==> config.mk <==
export PLATFORM = sky130hd
export DESIGN_NAME = core_option_interrupt_reset_regs
export DESIGN_NICKNAME = d
export VERILOG_FILES = /design/src/core_regs_pkg.sv /design/src/timer0_if.sv /design/src/core_option_interrupt_reset_regs.sv /design/src/edge_detect.sv /design/src/timer0_unit.sv
export SDC_FILE = /design/constraint.sdc
export NUM_CORES = 1
export LEC_CHECK = 0
export BUFFER_PORTS_ARGS = -buffer_cell sky130_fd_sc_hd__buf_2
export CAP_MARGIN = 15
export CORE_UTILIZATION = 59
export CTS_BUF_LIST = sky130_fd_sc_hd__clkbuf_2 sky130_fd_sc_hd__clkbuf_4 sky130_fd_sc_hd__clkbuf_8
export DETAILED_ROUTE_END_ITERATION = 7
export HOLD_SLACK_MARGIN = 0.1
export PLACE_DENSITY = 0.93
export SLEW_MARGIN = 20
export SYNTH_ARGS = -nofsm -noshare
export SYNTH_HDL_FRONTEND = slang
export SYNTH_SLANG_ARGS = --single-unit
==> constraint.sdc <==
create_clock -name i_sys_clk -period 4.2 [get_ports i_sys_clk]
set_clock_uncertainty 0.1 [all_clocks]
set_input_delay 0 -clock i_sys_clk [delete_from_list [all_inputs] [get_ports i_sys_clk]]
set_output_delay 0 -clock i_sys_clk [all_outputs]
set_load 0.02 [all_outputs]
==> src/core_regs_pkg.sv <==
// package: register map, fields, reset values and timing for the core control registers
package core_regs_pkg;

  // register byte offsets (chosen)
  localparam logic [7:0] OFS_OPTION_CONFIG = 8'h00;
  localparam logic [7:0] OFS_INTERRUPT_CONTROL = 8'h04;
  localparam logic [7:0] OFS_RESET_CAUSE_STATUS = 8'h08;
  localparam logic [7:0] OFS_PIN_CHANGE_ENABLE = 8'h0C;
  localparam logic [7:0] OFS_PULLUP_ENABLE = 8'h10;
  localparam logic [7:0] OFS_TIMER0_COUNT = 8'h14;

  // option_config fields
  localparam int OPT_PULLUP_GLOBAL_DISABLE = 7;
  localparam int OPT_EXT_IRQ_EDGE_SEL = 6;
  localparam int OPT_TIMER0_SOURCE_SEL = 5;
  localparam int OPT_TIMER0_EDGE_SEL = 4;
  localparam int OPT_PRESCALER_ASSIGN = 3;
  localparam int OPT_PRESCALER_RATE_LSB = 0;

  // interrupt_control fields
  localparam int IC_GLOBAL_IRQ_ENABLE = 7;
  localparam int IC_PERIPHERAL_IRQ_ENABLE = 6;
  localparam int IC_TIMER0_OVERFLOW_IRQ_ENABLE = 5;
  localparam int IC_EXT_PIN_IRQ_ENABLE = 4;
  localparam int IC_PIN_CHANGE_IRQ_ENABLE = 3;
  localparam int IC_TIMER0_OVERFLOW_FLAG = 2;
  localparam int IC_EXT_PIN_IRQ_FLAG = 1;
  localparam int IC_PIN_CHANGE_FLAG = 0;

  // reset_cause_status fields
  localparam int RCS_POWER_ON = 1;
  localparam int RCS_BROWN_OUT = 0;

  // reset values
  localparam logic [7:0] RST_OPTION_CONFIG = 8'hFF;
  localparam logic [7:0] RST_INTERRUPT_CONTROL = 8'h00;
  localparam logic [7:0] RST_PIN_CHANGE_ENABLE = 8'h00;
  localparam logic [7:0] RST_PULLUP_ENABLE = 8'h3F;
  localparam logic [1:0] RST_RESET_CAUSE_STATUS = 2'h3;

  // port width and prescaler depth
  localparam int PORT_PINS = 6;
  localparam int PRESCALE_BITS = 8;

  // clock
  localparam int CLK_PERIOD_NS = 40;

endpackage

==> src/timer0_if.sv <==
// interface: timer0 configuration and count events between top and timer0 unit
`timescale 1ns/10ps
interface timer0_if;
  logic source_sel;
  logic edge_sel;
  logic prescaler_assign;
  logic [2:0] prescaler_rate;
  logic count_wr;
  logic [7:0] count_wdata;
  logic [7:0] count;
  logic overflow;
  logic wdt_tick;

  modport ctrl
  (
    output source_sel, edge_sel, prescaler_assign, prescaler_rate, count_wr, count_wdata,
    input count, overflow, wdt_tick
  );
  modport unit
  (
    input source_sel, edge_sel, prescaler_assign, prescaler_rate, count_wr, count_wdata,
    output count, overflow, wdt_tick
  );
endinterface

==> src/core_option_interrupt_reset_regs.sv <==
// core option, interrupt and reset cause registers behind an APB slave
// ----------------------------------------------------------------------------
// ----------------------------------------------------------------------------
//
// Decided for this implementation: register access over APB and the register addresses.
`timescale 1ns/10ps
module core_option_interrupt_reset_regs
(
  // clock and reset
  input wire logic i_sys_clk,
  input wire logic i_sys_rst,
  // reset causes
  input wire logic i_power_on_reset,
  input wire logic i_brown_out_reset,
  input wire logic i_brown_out_enable,
  // apb slave
  input wire logic i_psel,
  input wire logic i_penable,
  input wire logic i_pwrite,
  input wire logic [7:0] i_paddr,
  input wire logic [31:0] i_pwdata,
  output logic [31:0] o_prdata,
  output logic o_pready,
  output logic o_pslverr,
  // pins
  input wire logic i_ext_irq_pin,
  input wire logic i_timer0_clock_pin,
  input wire logic [core_regs_pkg::PORT_PINS-1:0] i_port_pins,
  // peripheral interrupt sources
  input wire logic i_peripheral_irq,
  // outputs to core and port
  output logic o_irq_request,
  output logic [core_regs_pkg::PORT_PINS-1:0] o_pullup_on,
  output logic o_wdt_tick
);
  timer0_if tif();

  logic [7:0] option_config_q;
  logic [7:0] interrupt_control_q;
  logic [1:0] reset_cause_q;
  logic [core_regs_pkg::PORT_PINS-1:0] pin_change_enable_q;
  logic [core_regs_pkg::PORT_PINS-1:0] pullup_enable_q;
  logic ext_rise;
  logic ext_fall;
  logic [core_regs_pkg::PORT_PINS-1:0] pin_rise;
  logic [core_regs_pkg::PORT_PINS-1:0] pin_fall;
  logic ext_event;
  logic pin_event;
  logic wr_access;
  logic rd_access;
  logic addr_hit;
  logic [7:0] rd_byte;
  logic irq_d;

  // ----------------------------------------------------------------------------
  // bus decode
  // ----------------------------------------------------------------------------
  function automatic logic is_mapped(input logic [7:0] a);
    is_mapped = (a == core_regs_pkg::OFS_OPTION_CONFIG) || (a == core_regs_pkg::OFS_INTERRUPT_CONTROL) ||
      (a == core_regs_pkg::OFS_RESET_CAUSE_STATUS) || (a == core_regs_pkg::OFS_PIN_CHANGE_ENABLE) ||
      (a == core_regs_pkg::OFS_PULLUP_ENABLE) || (a == core_regs_pkg::OFS_TIMER0_COUNT);
  endfunction

  function automatic logic wr_to(input logic [7:0] a, input logic [7:0] ofs, input logic wr);
    wr_to = wr && (a == ofs);
  endfunction

  // one wait state: setup, access, then ready
  assign wr_access = i_psel && i_penable && i_pwrite && o_pready;
  assign rd_access = i_psel && i_penable && !i_pwrite && !o_pready;
  assign addr_hit = is_mapped(i_paddr);

  always_ff @(posedge i_sys_clk or posedge i_sys_rst)
  begin
    if (i_sys_rst)
    begin
      o_pready <= 1'b0;
    end
    else
    begin
      o_pready <= i_psel && i_penable && !o_pready;
    end
  end

  always_ff @(posedge i_sys_clk or posedge i_sys_rst)
  begin
    if (i_sys_rst)
    begin
      o_pslverr <= 1'b0;
    end
    else
    begin
      o_pslverr <= i_psel && i_penable && !o_pready && !addr_hit;
    end
  end

  always_comb
  begin
    rd_byte = 8'h00;
    unique case (i_paddr)
      core_regs_pkg::OFS_OPTION_CONFIG: rd_byte = option_config_q;
      core_regs_pkg::OFS_INTERRUPT_CONTROL: rd_byte = interrupt_control_q;
      // brown-out bit hidden while brown-out reset is off
      core_regs_pkg::OFS_RESET_CAUSE_STATUS: rd_byte = {6'h00, reset_cause_q[1], reset_cause_q[0] & i_brown_out_enable};
      core_regs_pkg::OFS_PIN_CHANGE_ENABLE: rd_byte = {2'h0, pin_change_enable_q};
      core_regs_pkg::OFS_PULLUP_ENABLE: rd_byte = {2'h0, pullup_enable_q};
      core_regs_pkg::OFS_TIMER0_COUNT: rd_byte = tif.count;
      default: rd_byte = 8'h00;
    endcase
  end

  always_ff @(posedge i_sys_clk or posedge i_sys_rst)
  begin
    if (i_sys_rst)
    begin
      o_prdata <= 32'h00000000;
    end
    else if (rd_access)
    begin
      o_prdata <= {24'h000000, rd_byte};
    end
  end

  // ----------------------------------------------------------------------------
  // configuration registers
  // ----------------------------------------------------------------------------
  always_ff @(posedge i_sys_clk or posedge i_sys_rst)
  begin
    if (i_sys_rst)
    begin
      option_config_q <= core_regs_pkg::RST_OPTION_CONFIG;
    end
    else if (wr_to(i_paddr, core_regs_pkg::OFS_OPTION_CONFIG, wr_access))
    begin
      option_config_q <= i_pwdata[7:0];
    end
  end

  always_ff @(posedge i_sys_clk or posedge i_sys_rst)
  begin
    if (i_sys_rst)
    begin
      pin_change_enable_q <= core_regs_pkg::RST_PIN_CHANGE_ENABLE[core_regs_pkg::PORT_PINS-1:0];
    end
    else if (wr_to(i_paddr, core_regs_pkg::OFS_PIN_CHANGE_ENABLE, wr_access))
    begin
      pin_change_enable_q <= i_pwdata[core_regs_pkg::PORT_PINS-1:0];
    end
  end

  always_ff @(posedge i_sys_clk or posedge i_sys_rst)
  begin
    if (i_sys_rst)
    begin
      pullup_enable_q <= core_regs_pkg::RST_PULLUP_ENABLE[core_regs_pkg::PORT_PINS-1:0];
    end
    else if (wr_to(i_paddr, core_regs_pkg::OFS_PULLUP_ENABLE, wr_access))
    begin
      pullup_enable_q <= i_pwdata[core_regs_pkg::PORT_PINS-1:0];
    end
  end

  // global disable overrides per-pin enables
  always_ff @(posedge i_sys_clk or posedge i_sys_rst)
  begin
    if (i_sys_rst)
    begin
      o_pullup_on <= '0;
    end
    else
    begin
      o_pullup_on <= option_config_q[core_regs_pkg::OPT_PULLUP_GLOBAL_DISABLE] ? '0 : pullup_enable_q;
    end
  end

  // ----------------------------------------------------------------------------
  // timer0 and prescaler
  // ----------------------------------------------------------------------------
  assign tif.source_sel = option_config_q[core_regs_pkg::OPT_TIMER0_SOURCE_SEL];
  assign tif.edge_sel = option_config_q[core_regs_pkg::OPT_TIMER0_EDGE_SEL];
  assign tif.prescaler_assign = option_config_q[core_regs_pkg::OPT_PRESCALER_ASSIGN];
  assign tif.prescaler_rate = option_config_q[2:0];
  assign tif.count_wr = wr_to(i_paddr, core_regs_pkg::OFS_TIMER0_COUNT, wr_access);
  assign tif.count_wdata = i_pwdata[7:0];

  timer0_unit u_timer0
  (
    .i_sys_clk(i_sys_clk),
    .i_sys_rst(i_sys_rst),
    .i_timer0_clock_pin(i_timer0_clock_pin),
    .tif(tif)
  );

  always_ff @(posedge i_sys_clk or posedge i_sys_rst)
  begin
    if (i_sys_rst)
    begin
      o_wdt_tick <= 1'b0;
    end
    else
    begin
      o_wdt_tick <= tif.wdt_tick;
    end
  end

  // ----------------------------------------------------------------------------
  // pin events
  // ----------------------------------------------------------------------------
  edge_detect #(.WIDTH(1)) u_ext_edge
  (
    .i_sys_clk(i_sys_clk),
    .i_sys_rst(i_sys_rst),
    .i_level(i_ext_irq_pin),
    .o_rise(ext_rise),
    .o_fall(ext_fall)
  );

  edge_detect #(.WIDTH(core_regs_pkg::PORT_PINS)) u_pin_edge
  (
    .i_sys_clk(i_sys_clk),
    .i_sys_rst(i_sys_rst),
    .i_level(i_port_pins),
    .o_rise(pin_rise),
    .o_fall(pin_fall)
  );

  assign ext_event = option_config_q[core_regs_pkg::OPT_EXT_IRQ_EDGE_SEL] ? ext_rise : ext_fall;
  assign pin_event = |((pin_rise | pin_fall) & pin_change_enable_q);

  // ----------------------------------------------------------------------------
  // interrupt control: flags set regardless of interrupt enables (pin change only on pins in pin_change_enable_q), set beats clear
  // ----------------------------------------------------------------------------
  always_ff @(posedge i_sys_clk or posedge i_sys_rst)
  begin
    if (i_sys_rst)
    begin
      interrupt_control_q <= core_regs_pkg::RST_INTERRUPT_CONTROL;
    end
    else
    begin
      if (wr_to(i_paddr, core_regs_pkg::OFS_INTERRUPT_CONTROL, wr_access))
      begin
        interrupt_control_q <= i_pwdata[7:0];
      end
      if (tif.overflow)
      begin
        interrupt_control_q[core_regs_pkg::IC_TIMER0_OVERFLOW_FLAG] <= 1'b1;
      end
      if (ext_event)
      begin
        interrupt_control_q[core_regs_pkg::IC_EXT_PIN_IRQ_FLAG] <= 1'b1;
      end
      if (pin_event)
      begin
        interrupt_control_q[core_regs_pkg::IC_PIN_CHANGE_FLAG] <= 1'b1;
      end
    end
  end

  always_comb
  begin
    irq_d = interrupt_control_q[core_regs_pkg::IC_GLOBAL_IRQ_ENABLE] && (
      (interrupt_control_q[5] && interrupt_control_q[2]) ||
      (interrupt_control_q[4] && interrupt_control_q[1]) ||
      (interrupt_control_q[3] && interrupt_control_q[0]) ||
      (interrupt_control_q[core_regs_pkg::IC_PERIPHERAL_IRQ_ENABLE] && i_peripheral_irq));
  end

  always_ff @(posedge i_sys_clk or posedge i_sys_rst)
  begin
    if (i_sys_rst)
    begin
      o_irq_request <= 1'b0;
    end
    else
    begin
      o_irq_request <= irq_d;
    end
  end

  // ----------------------------------------------------------------------------
  // reset cause: cleared by its own reset, set by software
  // ----------------------------------------------------------------------------
  always_ff @(posedge i_sys_clk or posedge i_sys_rst)
  begin
    if (i_sys_rst)
    begin
      reset_cause_q <= core_regs_pkg::RST_RESET_CAUSE_STATUS;
    end
    else
    begin
      if (wr_to(i_paddr, core_regs_pkg::OFS_RESET_CAUSE_STATUS, wr_access))
      begin
        reset_cause_q <= i_pwdata[1:0];
      end
      if (i_power_on_reset)
      begin
        reset_cause_q[core_regs_pkg::RCS_POWER_ON] <= 1'b0;
      end
      if (i_brown_out_reset)
      begin
        reset_cause_q[core_regs_pkg::RCS_BROWN_OUT] <= 1'b0;
      end
    end
  end

  // ----------------------------------------------------------------------------
  // assertions
  // ----------------------------------------------------------------------------
  property p_flag_tmr;
    @(posedge i_sys_clk) disable iff (i_sys_rst) tif.overflow |=> interrupt_control_q[2];
  endproperty
  a_flag_tmr: assert property (p_flag_tmr) else $error("timer0 overflow flag not set");

  property p_flag_ext;
    @(posedge i_sys_clk) disable iff (i_sys_rst) ext_event |=> interrupt_control_q[1];
  endproperty
  a_flag_ext: assert property (p_flag_ext) else $error("external flag not set");

  property p_flag_pin;
    @(posedge i_sys_clk) disable iff (i_sys_rst) pin_event |=> interrupt_control_q[0];
  endproperty
  a_flag_pin: assert property (p_flag_pin) else $error("pin change flag not set");

  property p_gie_block;
    @(posedge i_sys_clk) disable iff (i_sys_rst) !interrupt_control_q[7] |=> !o_irq_request;
  endproperty
  a_gie_block: assert property (p_gie_block) else $error("request with global enable clear");

  property p_irq_tmr;
    @(posedge i_sys_clk) disable iff (i_sys_rst)
      (interrupt_control_q[7] && interrupt_control_q[5] && interrupt_control_q[2]) |=> o_irq_request;
  endproperty
  a_irq_tmr: assert property (p_irq_tmr) else $error("enabled timer0 flag not requested");

  property p_pullup_off;
    @(posedge i_sys_clk) disable iff (i_sys_rst) option_config_q[7] |=> (o_pullup_on == '0);
  endproperty
  a_pullup_off: assert property (p_pullup_off) else $error("pull-up on while disabled");

  property p_bor_hidden;
    @(posedge i_sys_clk) disable iff (i_sys_rst)
      (!i_brown_out_enable && rd_access && i_paddr == core_regs_pkg::OFS_RESET_CAUSE_STATUS) |=> !o_prdata[0];
  endproperty
  a_bor_hidden: assert property (p_bor_hidden) else $error("brown-out bit visible while disabled");

  property p_por_clear;
    @(posedge i_sys_clk) disable iff (i_sys_rst) i_power_on_reset |=> !reset_cause_q[1];
  endproperty
  a_por_clear: assert property (p_por_clear) else $error("power-on bit not cleared");

  property p_undivided;
    @(posedge i_sys_clk) disable iff (i_sys_rst)
      (option_config_q[3] && !option_config_q[5] && !tif.count_wr) |=> (tif.count == $past(tif.count) + 8'h01);
  endproperty
  a_undivided: assert property (p_undivided) else $error("timer0 not undivided");

  c_irq: cover property (@(posedge i_sys_clk) disable iff (i_sys_rst) $rose(o_irq_request));
  c_pin: cover property (@(posedge i_sys_clk) disable iff (i_sys_rst) pin_event);
  c_ovf: cover property (@(posedge i_sys_clk) disable iff (i_sys_rst) tif.overflow);
endmodule

==> src/edge_detect.sv <==
// edge detector for the external interrupt pin and the port pins
`timescale 1ns/10ps
module edge_detect #(
  parameter int WIDTH = 1
)
(
  // clock and reset
  input wire logic i_sys_clk,
  input wire logic i_sys_rst,
  // sampled levels
  input wire logic [WIDTH-1:0] i_level,
  // edge pulses
  output logic [WIDTH-1:0] o_rise,
  output logic [WIDTH-1:0] o_fall
);
  logic [WIDTH-1:0] last_q;
  logic primed_q;

  initial
  begin
    if (WIDTH < 1)
    begin
      $error("edge_detect: WIDTH must be at least 1");
    end
  end

  // first sample after reset only primes the history
  always_ff @(posedge i_sys_clk or posedge i_sys_rst)
  begin
    if (i_sys_rst)
    begin
      last_q <= '0;
      primed_q <= 1'b0;
    end
    else
    begin
      last_q <= i_level;
      primed_q <= 1'b1;
    end
  end

  assign o_rise = primed_q ? (i_level & ~last_q) : '0;
  assign o_fall = primed_q ? (~i_level & last_q) : '0;
endmodule

==> src/timer0_unit.sv <==
// timer0 counter with the shared timer0/watchdog prescaler
`timescale 1ns/10ps
module timer0_unit
(
  // clock and reset
  input wire logic i_sys_clk,
  input wire logic i_sys_rst,
  // timer clock pin
  input wire logic i_timer0_clock_pin,
  // control and status
  timer0_if.unit tif
);
  logic pin_last_q;
  logic pin_edge;
  logic tick_src;
  logic [core_regs_pkg::PRESCALE_BITS-1:0] pre_q;
  logic [core_regs_pkg::PRESCALE_BITS-1:0] pre_d;
  logic pre_out;
  logic tmr_tick;
  logic [7:0] count_q;

  // tap mask: bits below the selected ratio must all be ones at the wrap
  function automatic logic [core_regs_pkg::PRESCALE_BITS-1:0] tap_mask(input logic [3:0] n);
    tap_mask = 8'((9'h001 << n) - 9'h001);
  endfunction

  always_ff @(posedge i_sys_clk or posedge i_sys_rst)
  begin
    if (i_sys_rst)
    begin
      pin_last_q <= 1'b0;
    end
    else
    begin
      pin_last_q <= i_timer0_clock_pin;
    end
  end

  // falling edge when edge select is 1, rising when 0
  assign pin_edge = tif.edge_sel ? (pin_last_q & ~i_timer0_clock_pin) : (~pin_last_q & i_timer0_clock_pin);
  // pin transitions or the instruction clock
  assign tick_src = tif.source_sel ? pin_edge : 1'b1;

  // timer0 ratio 2^(rate+1), watchdog ratio 2^rate
  always_comb
  begin
    pre_d = pre_q + 8'h01;
    if (tif.prescaler_assign)
    begin
      pre_out = ((pre_q & tap_mask({1'b0, tif.prescaler_rate})) == tap_mask({1'b0, tif.prescaler_rate}));
    end
    else
    begin
      pre_out = ((pre_q & tap_mask({1'b0, tif.prescaler_rate} + 4'h1)) ==
        tap_mask({1'b0, tif.prescaler_rate} + 4'h1));
    end
  end

  always_ff @(posedge i_sys_clk or posedge i_sys_rst)
  begin
    if (i_sys_rst)
    begin
      pre_q <= '0;
    end
    else if (tif.prescaler_assign || tick_src)
    begin
      pre_q <= pre_d;
    end
  end

  // prescaler to watchdog: timer0 runs undivided
  assign tmr_tick = tif.prescaler_assign ? tick_src : (tick_src & pre_out);
  assign tif.wdt_tick = tif.prescaler_assign & pre_out;

  // count has no reset, it holds its value across reset
  always_ff @(posedge i_sys_clk)
  begin
    if (tif.count_wr)
    begin
      count_q <= tif.count_wdata;
    end
    else if (tmr_tick)
    begin
      count_q <= count_q + 8'h01;
    end
  end

  assign tif.count = count_q;
  assign tif.overflow = tmr_tick && !tif.count_wr && (count_q == 8'hFF);
endmodule
* Word-level counts from Yosys, hierarchy flattened *
Index checks and enable logic that the tools add are counted.

operators by class
  shift-type cells = 2
  reduce and logical (&&, ||, !) cells = 41
  muxes and demuxes = 20
  bitwise logic cells = 19
  $add $sub $neg = 5
  equality and inequality tests = 8

operators by type and width
  kind                   count
  $pmux W8 S6            1
  $logic_and A1 B1 Y1    20
  $and A6 B6 Y6          3
  $mux W6                3
  $add A8 B1 Y8 const B  2
  $and A8 B8 Y8          2
  $eq A8 B4 Y1 const B   2
  $eq A8 B5 Y1 const B   2
  $eq A8 B8 Y1           2
  $mux W8                2
  $sub A8 B1 Y8 const B  2
  $mux W1                12
  $not A6 Y6             2
  $reduce_bool A2 Y1     6
  $logic_or A1 B1 Y1     9
  $eq A8 B3 Y1 const B   1
  $eq A8 B8 Y1 const B   1
  $logic_not A8 Y1       1
  $shl A1 B3 Y8 const A  1
  $shl A1 B4 Y8 const A  1
  $and A1 B1 Y1          7
  $or A6 B6 Y6           1
  $reduce_or A6 Y1       1
  $add A3 B1 Y4 const B  1
  other kinds (4)        10

word-level totals
  output and inout port bits = 42
  input bits = 57
  bits in registers = 73

* Logic depth before layout (Yosys ltp) *
  word-level depth = 11
  mapped depth = 8

* By module *
A second synthesis with hierarchy kept.

unflattened totals
  cell total of the unflattened synthesis = 375
  area, all modules = 4202.8 um^2

modules (own cells, without submodules)
  module                            area an instance (um^2)  cells an instance  instances  sequential area each (um^2)
  core_option_interrupt_reset_regs  2467.4                   205                1          1221.2
  timer0_unit                       1358.8                   142                1          465.4
  edge_detect (u_pin_edge)          301.5                    22                 1          175.2
  edge_detect (u_ext_edge)          75.1                     6                  1          50.0

* Least setup slack after synthesis *
OpenSTA, ideal clock, no wires.

  path kind = register -> register
  from = reg option_config_q[1]
  to = reg u_timer0.count_q[0], in the netlist u_timer0.tif.count[0], enable pin
  stages on the path, launching flop included = 9
  buffers on the path = 1
  path slack = 1.433 ns
  arrival = 2.291 ns
  cells stage by stage = dfstp_2 > clkbuf_1 > and2_1 > ha_1 > nor2b_1 > mux2_2 > a2bb2oi_1 > a41oi_1 > o22ai_1

on the way
  cells in the longest elaborated chain, start to end = 9
  elaborated cells on any way between the ends = 13

RTL lines
  what                            RTL line                                 text
  start: declaration              core_option_interrupt_reset_regs.sv:38   logic [7:0] option_config_q;
  start signal: assignment        core_option_interrupt_reset_regs.sv:131  option_config_q <= core_regs_pkg::RST_OPTION_CONFIG;
  start signal: assignment        core_option_interrupt_reset_regs.sv:135  option_config_q <= i_pwdata[7:0];
  $add A3 B1 Y4                   timer0_unit.sv:54, timer0_unit.sv:55
  $shl A1 B4 Y8                   timer0_unit.sv:24                        tap_mask = 8'((9'h001 << n) - 9'h001);
  $sub A8 B1 Y8                   timer0_unit.sv:24
  $and A8 B8 Y8                   timer0_unit.sv:54                        pre_out = ((pre_q & tap_mask({1'b0, tif.prescaler_rate} + 4'h1)) ==
  $eq A8 B8 Y1                    timer0_unit.sv:54
  $mux W1 *                       timer0_unit.sv:48                        if (tif.prescaler_assign)
  $and A1 B1 Y1 *                 timer0_unit.sv:72                        assign tmr_tick = tif.prescaler_assign ? tick_src : (tick_src & pre_out);
  $mux W1 *                       timer0_unit.sv:72
  $reduce_bool A2 Y1 (no line) *  n/a
  end signal: assignment          timer0_unit.sv:80                        count_q <= tif.count_wdata;
  end signal: assignment          timer0_unit.sv:84                        count_q <= count_q + 8'h01;
  end: declaration                timer0_unit.sv:20                        logic [7:0] count_q;

Every way passes the cells marked *; elsewhere a longest branch is shown, timed or not.
A chain may end at the register's enable or synchronous reset.

* Final worst setup path *
  from = reg option_config_q[0]
  to = reg u_timer0.count_q[1], in the netlist u_timer0.tif.count[1], enable pin

The elaborated chain is that of the path after synthesis.

==> flow_metrics.env <==
export IMPL_status="complete, no violations"
export IMPL_rsz0062_at_grt="false"
export IMPL_fin_nets=487
export IMPL_cts_setup_buffers=0
export IMPL_clk_pin_slew_ps=80
export IMPL_drt_iter0_drc=333
export IMPL_nFillCells=382
export IMPL_synth_area_leaders="dfrtp_1, dfstp_2, edfxtp_1"
export IMPL_cts_buffers=9
export IMPL_setup_viol=0
export IMPL_syn_area_um2=3800
export IMPL_start_util=0.627
export IMPL_synth_cell_types=56
export IMPL_synth_seq_cells=73
export IMPL_clock_root_buffer="clkbuf_8"
export IMPL_syn_inst=345
export IMPL_vias_per_cell=5.82
export IMPL_grt_pass1_vias=2799
export IMPL_grt_max_degree=66
export IMPL_die_area_um2=6770
export IMPL_slew_viol_final=0
export IMPL_die_w_um=82.3
export IMPL_antenna_found_initial=0
export IMPL_placementRows=28
export IMPL_areaGrowthSynthToFinish_pct=17.8
export IMPL_crit_slowest_cell="o22ai_1"
export IMPL_layout_min_cycle_time_ps=3000
export IMPL_vias=2938
export IMPL_drc=0
export IMPL_core_area_um2=6060
export IMPL_ctsResizeCount=0
export IMPL_synth_top_cell_area_share=0.323
export IMPL_num_antenna_cells=0
export IMPL_wl_per_cell_um=17.5
export IMPL_firstDrtPassIters=7
export IMPL_critPathCaptureType="flip-flop"
export IMPL_ys_top_cells_by_count="dfrtp_1, nand2_1, buf_4"
export IMPL_antenna_left=0
export IMPL_hold_path_class="in -> reg"
export IMPL_crit_path_max_incr_delay_ps=650
export IMPL_synth_most_common_cell="dfrtp_1"
export IMPL_cts_tree="yes"
export IMPL_crit_arrival_ps=2880
export IMPL_worstSkewPairLatency_ps=350
export IMPL_worstPathCellList="and2_1, ha_1, nor2b_1, mux2_2, a2bb2oi_1, a41oi_1, o22ai_1"
export IMPL_yosysWarnings=0
export IMPL_crit_path_max_fanout=11
export IMPL_synthArstFlopShare=0.890
export IMPL_powerDensity_nw_per_um2=335
export IMPL_required_ps=4080
export IMPL_drv_cap=0
export IMPL_ir_drop_mv=0.209
export IMPL_ys_seq_area_frac=0.497
export IMPL_place_congestion=0.879
export IMPL_worst_setup_path_start_kind="flip-flop"
export IMPL_hpwl_um=5890
export IMPL_max_freq_mhz=333
export IMPL_place_inst=457
export IMPL_synth_top_area_cell="dfrtp_1"
export IMPL_port_buffers=50
export IMPL_routed_wl_um=8820
export IMPL_grt_pass1_wl_um=13900
export IMPL_fin_setup_tns_ps=0
export IMPL_layout_drive_gt1_share=0.265
export IMPL_boundaryPins=99
export IMPL_fin_cells=505
export IMPL_path_buf_inv=0
export IMPL_hold_buffers=32
export IMPL_finalCritPeriodShare=0.715
export IMPL_grt_overflow=0
export IMPL_ys_flop_type="dfrtp_1"
export IMPL_cts_htree_levels=3
export IMPL_critPathTopFamily="compound AO/OA/AOI/OAI gates"
export IMPL_postSynthAreaPerCell_um2=11.0
export IMPL_maxSlewHeadroom=0.471
export IMPL_grt_usage=0.285
export IMPL_path_class="reg -> reg"
export IMPL_die_h_um=82.3
export IMPL_hold_violations=0
export IMPL_clock_sinks=73
export IMPL_synth_edff_count=8
export IMPL_tightest_slew_ps=793
export IMPL_clk_path_buf_depth=2
export IMPL_leakage_nw=2.04
## final timing paths
kind / startpoint / to / slack (ps) / cells past startpoint
setup / recovery: option_config_q[0] / u_timer0.tif.count[1] / 1200 / 7
hold / removal: i_paddr[5] / o_pslverr / 90 / 4
setup reg to reg: option_config_q[0] / u_timer0.tif.count[1] / 1200 / 7
hold reg to reg: o_prdata[1] / o_prdata[1] / 380 / 2
max in group asynchronous: i_sys_rst / u_timer0.pin_last_q / 3170 / 4
min in group asynchronous: i_sys_rst / interrupt_control_q[0] / 330 / 4
## layer usage
metal  part of all wire  GRT usage
met3              0.082     0.0385
met1               0.40      0.364
met4              0.034      0.163
met2               0.48      0.466
met5                  0          0
## worst reg2reg max path, stage by stage (launching register included)
cell and delay, ps:
dfstp_2 640, and2_1 220, ha_1 300, nor2b_1 160
mux2_2 220, a2bb2oi_1 170, a41oi_1 180, o22ai_1 650
## report_power, final
group	switching [mW]	internal, mW	total, mW	leakage, nW
clock network	0.274	0.213	0.487	0.0830
registers	0.0519	0.760	0.812	0.875
logic	0.110	0.0930	0.203	1.08
total	0.436	1.07	1.50	2.04
## cells in the final DEF, fill, tap and decap left out, types with 3 or more instances in the layout
cell type / synthesis / final
nor2b_1: 13 / 13
and2_1: 3 / 3
nor2_2: 3 / 3
xor2_1: 11 / 11
mux2_1: 4 / 4
ha_1: 5 / 5
nand2_1: 31 / 31
mux2_4: 6 / 6
a22oi_1: 11 / 11
edfxtp_1: 8 / 8
dlygate4sd3_1: 0 / 32
a21oi_1: 7 / 7
conb_1: 2 / 25
o21ai_0: 21 / 21
nor2_1: 13 / 13
a22o_1: 5 / 5
o22ai_1: 6 / 6
and3b_1: 3 / 3
dfstp_2: 16 / 16
nand3_1: 7 / 7
mux2i_1: 11 / 11
dfrtp_1: 49 / 49
buf_2: 3 / 50
inv_1: 5 / 4
nand2b_1: 4 / 4
clkbuf_8: 0 / 9
mux2_2: 17 / 17
xnor2_1: 10 / 10
## layout make-up
class                           instances  area (um^2)  area share
Sequential cell                        73         1890       0.421
Multi-Input combinational cell        252         1730       0.385
Timing Repair Buffer                   83          578       0.129
Clock buffer                            9          124      0.0277
Tap cell                               75         93.8      0.0210
Clock inverter                          7         46.3      0.0103
Inverter                                6         22.5     0.00503
## stage by stage
stage	cell area, um^2	hold slack, ps	worst slack (ps)	power (mW)	utilization
final	4480	92.9	1200	1.50	0.739
after global routing	4480	161	948	1.57	0.739
after CTS	4480	104	1160	1.50	0.739
after detailed placement	3990	19.8	1200	1.00	0.658
after global placement	3990	17.0	1350	0.995	0.658
after floorplan	3890	-68.6	1430	0.962	-
## registers in the layout, indices dropped and copies added (netlist names)
register,count
o_irq_request,1
u_timer0.tif.count,8
u_timer0.pre_q,8
o_prdata,8
u_timer0.pin_last_q,1
u_ext_edge.last_q,1
pullup_enable_q,6
u_pin_edge.last_q,6
o_pullup_on,6
option_config_q,8
pin_change_enable_q,6
interrupt_control_q,8
u_pin_edge.primed_q,1
o_pready,1
o_pslverr,1
reset_cause_q,2
o_wdt_tick,1
## logic make-up after synthesis
kind of cell	count (synthesis)	synth area share
other cells	2	0.00198
simple gates	97	0.135
mux	38	0.115
buf+inv	43	0.0721
fa+ha+maj	5	0.0165
flops	73	0.497
xor+xnor	21	0.0484
compound gates	66	0.115
No activity file was read; power rests on OpenSTA's default activity.
